`src/shared/pwr_mode_pkg.sv`:
```
// shared constants, states and carriers for the power mode controller
package pwr_mode_pkg;

  // clock rate and documented times
  localparam int CLK_MHZ        = 100;
  localparam int FUSE_READ_US   = 50;
  localparam int FUSE_READ_CYC  = FUSE_READ_US * CLK_MHZ;
  localparam int POLL_ACTIVE_US = 10;
  localparam int POLL_ACTIVE_CYC = POLL_ACTIVE_US * CLK_MHZ;
  localparam int TIMER_TICK_US  = 1;
  localparam int TIMER_TICK_CYC = TIMER_TICK_US * CLK_MHZ;

  // channel layout: ground inputs first, programmable inputs on top
  localparam int NUM_SG     = 14;
  localparam int NUM_SP     = 8;
  localparam int NUM_SW     = NUM_SG + NUM_SP;
  localparam int NUM_THERMAL_LIMIT_FAULT   = 4;
  localparam int TMR_W      = 8;

  // synchronised pin group: bit positions and idle values
  localparam int PIN_POR    = 0;
  localparam int PIN_BUV    = 1;
  localparam int PIN_IOOK   = 2;
  localparam int PIN_CS     = 3;
  localparam int PIN_INT    = 4;
  localparam int PIN_WAKE   = 5;
  localparam int PIN_OV     = 6;
  localparam int PIN_OT     = 7;
  localparam int PIN_TWARN  = 8;
  localparam int PIN_W      = 9;
  localparam logic [PIN_W-1:0] PIN_RST_VAL = 9'h039;

  typedef enum logic [2:0] {
    ST_RESET  = 3'h0,
    ST_UVLO   = 3'h1,
    ST_FUSE   = 3'h3,
    ST_NORMAL = 3'h2,
    ST_LOWPWR = 3'h6,
    ST_POLL   = 3'h7,
    ST_VCHECK = 3'h5,
    ST_SPARE  = 3'h4
  } pwr_state_t;

  typedef struct packed {
    logic [TMR_W-1:0] int_period;
    logic [TMR_W-1:0] poll_period;
  } lp_config_t;

  typedef struct packed {
    logic overvoltage;
    logic overtemperature;
    logic thermal_warning;
    logic spi_error;
    logic hash_error;
  } fault_flags_t;

endpackage : pwr_mode_pkg

```
`src/core/level_sync.sv`:
```
// two flip-flop synchroniser for a group of asynchronous levels
`timescale 1ns/1ps
module level_sync #(
  parameter int               WIDTH   = 1,
  parameter logic [WIDTH-1:0] RST_VAL = '0
) (
  input  wire logic             core_clk,
  input  wire logic             nrst,
  input  wire logic [WIDTH-1:0] async_in,
  output logic      [WIDTH-1:0] sync_out
);

  logic [WIDTH-1:0] meta_reg;

  // first stage feeds only the second stage
  always_ff @(posedge core_clk or negedge nrst) begin
    if (!nrst) begin
      meta_reg <= RST_VAL;
      sync_out <= RST_VAL;
    end else begin
      meta_reg <= async_in;
      sync_out <= meta_reg;
    end
  end

endmodule : level_sync

```
`src/core/tick_timer.sv`:
```
// prescaled periodic timer with one-cycle expiry pulse
`timescale 1ns/1ps
module tick_timer #(
  parameter int TICK_CYC = 100,
  parameter int PW       = 8
) (
  input  wire logic          core_clk,
  input  wire logic          nrst,
  input  wire logic          load,
  input  wire logic          run,
  input  wire logic [PW-1:0] period,
  output logic               expire
);

  localparam int PS_W = $clog2(TICK_CYC + 1);
  localparam logic [PS_W-1:0] PS_LAST = PS_W'(TICK_CYC - 1);

  logic [PS_W-1:0] pre_reg;
  logic [PW-1:0]   cnt_reg;
  logic            tick;
  logic            hit;

  // period of zero never expires
  assign tick = run && (pre_reg == PS_LAST);
  assign hit  = tick && (period != '0) && (cnt_reg == period - PW'(1));

  // prescaler and tick counter restart on load, hold while stopped
  always_ff @(posedge core_clk or negedge nrst) begin
    if (!nrst) begin
      pre_reg <= '0;
      cnt_reg <= '0;
      expire  <= 1'b0;
    end else begin
      pre_reg <= (load || tick) ? '0 : (run ? pre_reg + PS_W'(1) : pre_reg);
      cnt_reg <= (load || hit) ? '0 : (tick ? cnt_reg + PW'(1) : cnt_reg);
      expire  <= hit && !load;
    end
  end

endmodule : tick_timer

```
`src/core/switch_monitor_power_mode_fsm.sv`:
```
// operating state controller: reset, lockout, fuse read, normal, low power, polling
`timescale 1ns/1ps
module switch_monitor_power_mode_fsm #(
  parameter int FUSE_CYC = pwr_mode_pkg::FUSE_READ_CYC,
  parameter int POLL_CYC = pwr_mode_pkg::POLL_ACTIVE_CYC,
  parameter int TICK_CYC = pwr_mode_pkg::TIMER_TICK_CYC
) (
  input  wire logic                                core_clk,
  input  wire logic                                nrst,
  input  wire logic                                por_active,
  input  wire logic                                battery_supply_low,
  input  wire logic                                io_supply_ok,
  input  wire logic                                cs_n_in,
  input  wire logic                                int_n_in,
  input  wire logic                                wake_n_in,
  input  wire logic                                overvoltage_raw,
  input  wire logic                                overtemperature_event,
  input  wire logic                                thermal_warn_raw,
  input  wire logic [pwr_mode_pkg::NUM_THERMAL_LIMIT_FAULT-1:0]   thermal_limit_fault_trip,
  input  wire logic [pwr_mode_pkg::NUM_THERMAL_LIMIT_FAULT-1:0]   thermal_limit_fault_cooled,
  input  wire logic [pwr_mode_pkg::NUM_SW-1:0]     sw_above_thresh,
  input  wire logic                                spi_error,
  input  wire logic                                hash_error,
  input  wire logic                                cmd_enter_lp,
  input  wire pwr_mode_pkg::lp_config_t            lp_config,
  input  wire logic [pwr_mode_pkg::NUM_SW-1:0]     wake_enable,
  input  wire logic [pwr_mode_pkg::NUM_SW-1:0]     comparator_only,
  input  wire logic [pwr_mode_pkg::NUM_SP-1:0]     battery_switch_config,
  input  wire logic                                wake_pin_wake_en,
  input  wire logic                                status_clear,
  input  wire logic                                frame_done,
  output pwr_mode_pkg::pwr_state_t                 state,
  output logic                                     fast_osc_en,
  output logic                                     slow_osc_en,
  output logic                                     fault_detect_en,
  output logic                                     spi_enable,
  output logic                                     spi_word_abort,
  output logic                                     analog_mux_output_enable,
  output logic                                     current_src_en,
  output logic                                     poll_active,
  output logic                                     wake_n_out,
  output logic                                     wake_n_oe,
  output logic                                     int_request,
  output logic                                     wake_report,
  output logic                                     discard_first_frame,
  output logic                                     por_seen,
  output logic                                     uv_seen,
  output pwr_mode_pkg::fault_flags_t               fault_flags,
  output logic                                     thermal_limit_fault,
  output logic                                     wetting_limit_low,
  output logic [pwr_mode_pkg::NUM_SW-1:0]          switch_closed,
  output logic [pwr_mode_pkg::NUM_SW-1:0]          switch_changed
);

  localparam int NSW = pwr_mode_pkg::NUM_SW;
  localparam int NT  = pwr_mode_pkg::NUM_THERMAL_LIMIT_FAULT;
  localparam int FW  = $clog2(FUSE_CYC + 1);
  localparam int PW  = $clog2(POLL_CYC + 1);
  localparam logic [FW-1:0] FUSE_LAST = FW'(FUSE_CYC - 1);
  localparam logic [PW-1:0] POLL_LAST = PW'(POLL_CYC - 1);

  pwr_mode_pkg::pwr_state_t state_next;
  logic [pwr_mode_pkg::PIN_W-1:0] pin_s;
  logic [NSW+2*NT-1:0]            ana_s;
  logic [NSW-1:0] sw_above_s, closed_now, sb_mask, delta, snap_reg, poll_mask_reg;
  logic [NT-1:0]  trip_s, cooled_s;
  logic [FW-1:0]  fuse_cnt_reg;
  logic [PW-1:0]  poll_cnt_reg;
  logic [2:0]     edge_prev_reg;
  logic por_s, buv_s, iook_s, cs_fall, int_fall, wake_fall, pin_wake;
  logic in_lp, any_wake_en, comp_wake, poll_wake, poll_done, fuse_done;
  logic int_expire, poll_expire, lp_entry, cs_cause_reg;
  logic int_req_next, wake_rep_next;
  logic [4:0]     fault_now;

  // asynchronous pins and comparator levels
  level_sync #(.WIDTH(pwr_mode_pkg::PIN_W), .RST_VAL(pwr_mode_pkg::PIN_RST_VAL)) u_pin_sync (
    .core_clk (core_clk),
    .nrst     (nrst),
    .async_in ({thermal_warn_raw, overtemperature_event, overvoltage_raw, wake_n_in,
                int_n_in, cs_n_in, io_supply_ok, battery_supply_low, por_active}),
    .sync_out (pin_s)
  );
  level_sync #(.WIDTH(NSW + 2 * NT), .RST_VAL('0)) u_ana_sync (
    .core_clk (core_clk),
    .nrst     (nrst),
    .async_in ({thermal_limit_fault_cooled, thermal_limit_fault_trip, sw_above_thresh}),
    .sync_out (ana_s)
  );

  assign por_s      = pin_s[pwr_mode_pkg::PIN_POR];
  assign buv_s      = pin_s[pwr_mode_pkg::PIN_BUV];
  assign iook_s     = pin_s[pwr_mode_pkg::PIN_IOOK];
  assign sw_above_s = ana_s[NSW-1:0];
  assign trip_s     = ana_s[NSW+NT-1:NSW];
  assign cooled_s   = ana_s[NSW+2*NT-1:NSW+NT];

  // falling edges of the wake sources, seen only in low power
  assign cs_fall   = edge_prev_reg[0] && !pin_s[pwr_mode_pkg::PIN_CS];
  assign int_fall  = edge_prev_reg[1] && !pin_s[pwr_mode_pkg::PIN_INT];
  assign wake_fall = edge_prev_reg[2] && !pin_s[pwr_mode_pkg::PIN_WAKE] && wake_pin_wake_en;
  assign pin_wake  = cs_fall || int_fall || wake_fall;

  // open/closed sense per channel type
  assign sb_mask    = {battery_switch_config, {pwr_mode_pkg::NUM_SG{1'b0}}};
  assign closed_now = sw_above_s ^ ~sb_mask;
  assign delta      = (closed_now ^ snap_reg) & wake_enable;

  // wake conditions while asleep
  assign in_lp       = (state == pwr_mode_pkg::ST_LOWPWR) || (state == pwr_mode_pkg::ST_POLL);
  assign any_wake_en = |wake_enable;
  assign comp_wake   = in_lp && |(delta & comparator_only);
  assign poll_done   = (state == pwr_mode_pkg::ST_POLL) && !buv_s && (poll_cnt_reg == POLL_LAST);
  assign poll_wake   = poll_done && |(delta & poll_mask_reg);
  assign fuse_done   = (fuse_cnt_reg == FUSE_LAST);
  assign lp_entry    = (state == pwr_mode_pkg::ST_NORMAL) && cmd_enter_lp && !buv_s;

  // interrupt timer runs all through low power
  tick_timer #(.TICK_CYC(TICK_CYC), .PW(pwr_mode_pkg::TMR_W)) u_int_tmr (
    .core_clk (core_clk),
    .nrst     (nrst),
    .load     (lp_entry),
    .run      (in_lp),
    .period   (lp_config.int_period),
    .expire   (int_expire)
  );
  // poll timer stops without wake enables and pauses on low battery
  tick_timer #(.TICK_CYC(TICK_CYC), .PW(pwr_mode_pkg::TMR_W)) u_poll_tmr (
    .core_clk (core_clk),
    .nrst     (nrst),
    .load     (lp_entry),
    .run      ((state == pwr_mode_pkg::ST_LOWPWR) && any_wake_en && !buv_s),
    .period   (lp_config.poll_period),
    .expire   (poll_expire)
  );

  // next state and the one-cycle reports that go with it
  always_comb begin
    state_next    = state;
    int_req_next  = 1'b0;
    wake_rep_next = 1'b0;
    unique case (state)
      pwr_mode_pkg::ST_RESET:
        if (!por_s) state_next = pwr_mode_pkg::ST_UVLO;
      pwr_mode_pkg::ST_UVLO:
        if (!buv_s) state_next = pwr_mode_pkg::ST_FUSE;
      pwr_mode_pkg::ST_FUSE:
        if (buv_s) state_next = pwr_mode_pkg::ST_UVLO;
        else if (fuse_done) state_next = pwr_mode_pkg::ST_NORMAL;
      pwr_mode_pkg::ST_NORMAL:
        if (buv_s) state_next = pwr_mode_pkg::ST_UVLO;
        else if (lp_entry) state_next = pwr_mode_pkg::ST_LOWPWR;
      pwr_mode_pkg::ST_LOWPWR, pwr_mode_pkg::ST_POLL: begin
        if (int_expire) begin
          state_next   = pwr_mode_pkg::ST_VCHECK;
          int_req_next = 1'b1;
        end else if (comp_wake || poll_wake) begin
          state_next    = pwr_mode_pkg::ST_VCHECK;
          wake_rep_next = 1'b1;
        end else if (pin_wake) state_next = pwr_mode_pkg::ST_VCHECK;
        else if (poll_done) state_next = pwr_mode_pkg::ST_LOWPWR;
        else if (poll_expire) state_next = pwr_mode_pkg::ST_POLL;
      end
      pwr_mode_pkg::ST_VCHECK: begin
        // fast clock restarts here; fault detection waits for normal mode
        if (iook_s || int_request || wake_report) begin
          state_next    = pwr_mode_pkg::ST_NORMAL;
          wake_rep_next = !wake_report && !int_request;
        end else state_next = pwr_mode_pkg::ST_LOWPWR;
      end
      default: state_next = pwr_mode_pkg::ST_RESET;
    endcase
    if (por_s) state_next = pwr_mode_pkg::ST_RESET;
  end

  // state, counters, edge history
  always_ff @(posedge core_clk or negedge nrst) begin
    if (!nrst) begin
      state         <= pwr_mode_pkg::ST_RESET;
      fuse_cnt_reg  <= '0;
      poll_cnt_reg  <= '0;
      edge_prev_reg <= 3'h7;
      int_request   <= 1'b0;
      wake_report   <= 1'b0;
    end else begin
      state         <= state_next;
      fuse_cnt_reg  <= (state == pwr_mode_pkg::ST_FUSE) ? fuse_cnt_reg + FW'(1) : '0;
      poll_cnt_reg  <= (state != pwr_mode_pkg::ST_POLL) ? '0
                       : (buv_s ? poll_cnt_reg : poll_cnt_reg + PW'(1));
      // always tracks the pins, so a pin still low at entry gives no false fall
      edge_prev_reg <= {pin_s[pwr_mode_pkg::PIN_WAKE], pin_s[pwr_mode_pkg::PIN_INT],
                        pin_s[pwr_mode_pkg::PIN_CS]};
      int_request   <= int_req_next;
      wake_report   <= wake_rep_next;
    end
  end

  // entry snapshot and poll mask; loaded at low power entry, cleared by power-on reset, mask narrowed after each poll
  always_ff @(posedge core_clk or negedge nrst) begin
    if (!nrst) begin
      snap_reg      <= '0;
      poll_mask_reg <= '0;
    end else if (por_s) begin
      snap_reg      <= '0;
      poll_mask_reg <= '0;
    end else if (lp_entry) begin
      snap_reg      <= closed_now;
      poll_mask_reg <= ~comparator_only;
    end else if (poll_done) begin
      poll_mask_reg <= poll_mask_reg & ~(~snap_reg & ~closed_now);
    end
  end

  // live fault levels, latched only while detection runs
  assign fault_now = {pin_s[pwr_mode_pkg::PIN_OV], pin_s[pwr_mode_pkg::PIN_OT],
                      pin_s[pwr_mode_pkg::PIN_TWARN], spi_error, hash_error};

  // status: set wins over clear; fault_flags latch only in normal mode
  always_ff @(posedge core_clk or negedge nrst) begin
    if (!nrst) begin
      por_seen            <= 1'b0;
      uv_seen             <= 1'b0;
      fault_flags         <= '0;
      cs_cause_reg        <= 1'b0;
      discard_first_frame <= 1'b0;
      thermal_limit_fault <= 1'b0;
      switch_closed       <= '0;
      switch_changed      <= '0;
    end else begin
      por_seen <= (state == pwr_mode_pkg::ST_RESET && !por_s)
                  || (por_seen && !status_clear);
      uv_seen  <= (state == pwr_mode_pkg::ST_UVLO) || (uv_seen && !status_clear);
      fault_flags <= (por_s ? '0 : (status_clear ? '0 : fault_flags))
                     | (fault_detect_en ? fault_now : 5'h00);
      cs_cause_reg <= in_lp ? (cs_fall || cs_cause_reg) : 1'b0;
      discard_first_frame <= (state == pwr_mode_pkg::ST_VCHECK && state_next ==
                              pwr_mode_pkg::ST_NORMAL && cs_cause_reg)
                             || (discard_first_frame && !frame_done);
      thermal_limit_fault <= |trip_s || (thermal_limit_fault && !(&cooled_s));
      switch_closed  <= closed_now;
      switch_changed <= in_lp ? delta : '0;
    end
  end

  // mode-dependent enables
  assign slow_osc_en     = (state != pwr_mode_pkg::ST_RESET);
  assign fast_osc_en     = slow_osc_en && !in_lp;
  assign fault_detect_en = (state == pwr_mode_pkg::ST_NORMAL);
  assign spi_enable      = (state == pwr_mode_pkg::ST_NORMAL);
  assign spi_word_abort  = (state == pwr_mode_pkg::ST_NORMAL) && buv_s;
  assign analog_mux_output_enable     = (state == pwr_mode_pkg::ST_NORMAL);
  assign poll_active     = (state == pwr_mode_pkg::ST_POLL) && !buv_s;
  assign current_src_en  = (state == pwr_mode_pkg::ST_NORMAL) || poll_active;
  assign wake_n_out      = 1'b0;
  assign wake_n_oe       = (state == pwr_mode_pkg::ST_NORMAL);
  assign wetting_limit_low = thermal_limit_fault;
endmodule : switch_monitor_power_mode_fsm

```
`config.mk`:
```
export PLATFORM = sky130hd
export DESIGN_NAME = switch_monitor_power_mode_fsm
export DESIGN_NICKNAME = d
export VERILOG_FILES = /design/src/shared/pwr_mode_pkg.sv /design/src/core/level_sync.sv /design/src/core/tick_timer.sv /design/src/core/switch_monitor_power_mode_fsm.sv
export SDC_FILE = /design/constraint.sdc
export NUM_CORES = 1
export LEC_CHECK = 0
export BUFFER_PORTS_ARGS = -buffer_cell sky130_fd_sc_hd__buf_4
export CAP_MARGIN = 20
export CELL_PAD_IN_SITES_DETAIL_PLACEMENT = 0
export CELL_PAD_IN_SITES_GLOBAL_PLACEMENT = 1
export CORE_UTILIZATION = 49
export CTS_BUF_LIST = sky130_fd_sc_hd__clkbuf_4 sky130_fd_sc_hd__clkbuf_8
export CTS_CLUSTER_DIAMETER = 50
export DETAILED_ROUTE_END_ITERATION = 10
export MAX_ROUTING_LAYER = met4
export PLACE_DENSITY_LB_ADDON = 0.1
export SLEW_MARGIN = 40
export SYNTH_ARGS = -nofsm -noshare
export SYNTH_HDL_FRONTEND = slang
export SYNTH_HIERARCHICAL = 1
export SYNTH_SLANG_ARGS = --single-unit
```
`constraint.sdc`:
```
create_clock -name core_clk -period 4.6 [get_ports core_clk]
set_clock_uncertainty 0.2 [all_clocks]
set_input_delay 0.92 -clock core_clk [delete_from_list [all_inputs] [get_ports core_clk]]
set_output_delay 0.92 -clock core_clk [all_outputs]
set_load 0.01 [all_outputs]
```
==> run metrics <==
CP Max Fanout 12; total nets after synthesis 1061; worst-case clock buffer depth 3; register bit count reported by yosys 239; H-tree depth 2; Final Max Tran Viols 0; Antenna diodes 0; global-route usage over all layers 0.230; GRT met3 Usage 0.0478; DIE AREA 21500 um^2; Finish-stage setup viols 0; Synth Area per Inst 11.2 um^2; initial antenna violation count 0; CTS tree yes; P&R area growth vs syn 24.0%; detailed placement HPWL 16200 um; root buf cell clkbuf_8; Seq/Total Area, Yosys 0.584; worst-margin pin slew 0.719 ns; Fin Hold WS 0.143 ns; nets 1258; Setup WS pre-CTS 0.931 ns; startpoint type of the worst setup path register; post-CTS setup buffers 0; worst reg2reg path endpoint u_poll_tmr/expire; first-pass GRT wire length 37800 um; Most Crowded Layer GR met2; Routed Antenna Nets 0; Starting Density 0.504; worst r2r path cells 7; Hold Vio Cnt, Final 0; first-pass detailed-route iteration total 4; Max Cap Viol 0; total CTS buffers 41; global route overflow 0; top cells by area, synth dfrtp_1, ha_1, xor2_1, inv_1, dfstp_2; setup ws final 1.34 ns; setup tns final 0 ns; vias in the first global route 7283; Post-Syn Instances 914; number of enable flip-flop cells after synthesis 0; clk_lat worst skew 0.53 ns; Ys Warns 6; cts repair resizes 0; GPL Wtd Cong 0.854; hold crit path type register to register; routed vias/inst 5.20; met2 Use GR 0.346; hold buffers post-CTS 0; Pwr Density 362 nW/um^2; leading area contributor after synthesis dfrtp_1; worst r2r src state[2]; Worst Hold Launch u_ana_sync/meta_reg[14]; RSZ-0062 raised after global routing no; Total Wirelength 23300 um; routed len/inst 16.5 um; Vias 7330; Iteration-0 DRC Markers 337; largest net degree at the start of global routing 85; Post-route DRC 0; worst hold stages 0; Worst Path Arrival 2.14 ns; Tmin final 3.26 ns; Post-Syn Area 10300 um^2; crit path kind register to primary output; Core Box Area 20400 um^2; hold path endpoint u_ana_sync/sync_out[14]; Yosys top cell area share 0.556; die width 147 um; grt met1 use 0.314; Rows 52; Leakage 0.00600 uW; share of layout cells above drive strength 1 0.274; number of I/O port buffers 182; period utilization 0.708; Die H 147 um; worst reg2reg setup slack 1.47 ns; Main synth FF type dfrtp_1; Slew headroom 0.516; Highest Clock Rate 307 MHz; worst endpoint required time 3.48 ns; Ports 184; ys async rst share 1.00; status finished clean; clk slew on worst S/H paths 0.06 ns; # clock sinks 239; Max IR drop VDD 0.253 mV; Setup crit end kind primary output; Synth cell types 64
[layer usage]
metal	part of all wire	up-vias
met5	0	-
met4	0.016	0
met3	0.061	35
met2	0.46	206
met1	0.46	3567
li1	-	3522
[worst max-delay path, cell delays in order, from the launching register on]
cell     delay, ns
dfrtp_1       0.61
nand3_1       0.48
nor2_1        0.27
or2_2         0.14
buf_4         0.11
[worst max-delay path by stage]
| stage | end | cells after the start | start |
|---|---|---|---|
| detailed placement | u_poll_tmr/cnt_reg[6] | 11 | wake_enable[1] |
| global route | u_poll_tmr/expire | 7 | state[2] |
| floorplan | u_poll_tmr/cnt_reg[5] | 10 | wake_enable[5] |
| CTS | current_src_en | 4 | state[0] |
| global placement | u_poll_tmr/expire | 10 | wake_enable[18] |
| finish | current_src_en | 4 | state[0] |
[logic make-up after synthesis]
kind of cell / share of synthesized area
and+or+nand+nor: 0.179
DFF: 0.584
buffers and inverters: 0.0549
other: 0.000365
AOI/OAI and AO/OA: 0.0822
xor gates and xnor gates: 0.0538
adders and majority gates: 0.0390
muxes: 0.00683
[report_power, final]
part	internal [uW]	switching, uW	total (uW)	leakage [uW]
sequential	2180	49.6	2230	0.00307
clock	1200	816	2010	0.000470
combinational	169	193	362	0.00247
[synthesized netlist by cell type, types with 2 or more instances]
library cell  count
a2111oi_0         2
a211o_1           2
a211oi_1          7
a21oi_1          51
a22o_1            5
a31oi_1           5
and2_1            3
and3_1           32
and3b_2           2
and4_1            2
and4b_2           2
buf_2             9
buf_4            10
buf_6             7
clkbuf_1         12
dfrtp_1         228
dfstp_2          11
ha_1             32
inv_1            83
mux2i_1           7
nand2_1          42
nand2_2           2
nand2b_1         27
nand3_1          56
nand4_1          25
nor2_1           66
nor3_1           25
nor3_2            4
nor4_1            8
nor4_2            2
nor4_4            4
o211ai_1         12
o211ai_2         11
o21a_1            2
o21ai_0          13
o31ai_1           2
o41ai_1           3
or3_1            10
or4_1             2
xnor2_1          27
xor2_1           36
[cells in the final DEF, fill, tap and decap left out, types with 32 or more instances in the layout]
cell type / count
dfrtp_1: 228
buf_4: 190
inv_1: 83
nor2_1: 66
nand3_1: 56
clkbuf_8: 54
a21oi_1: 51
nand2_1: 42
xor2_1: 36
and3_1: 32
ha_1: 32
[metrics by stage]
step	instance area, um^2	utilization	cells	power [uW]
detailed placement	11800	0.580	1337	2630
CTS	12700	0.624	1408	4670
floorplan	10300	-	914	2410
global route	12700	0.625	1409	4820
global placement	11800	0.580	1337	2620
finish	12700	0.625	1409	4600
[cell type report]
type,count,area (um^2)
Multi-Input combinational cell,552,3710
Fill cell,1704,7640
Clock inverter,5,56.3
Inverter,84,315
Tap cell,270,338
Timing Repair Buffer,193,1470
Clock buffer,66,833
Sequential cell,239,5990
Power figures use the tool's default switching activity.
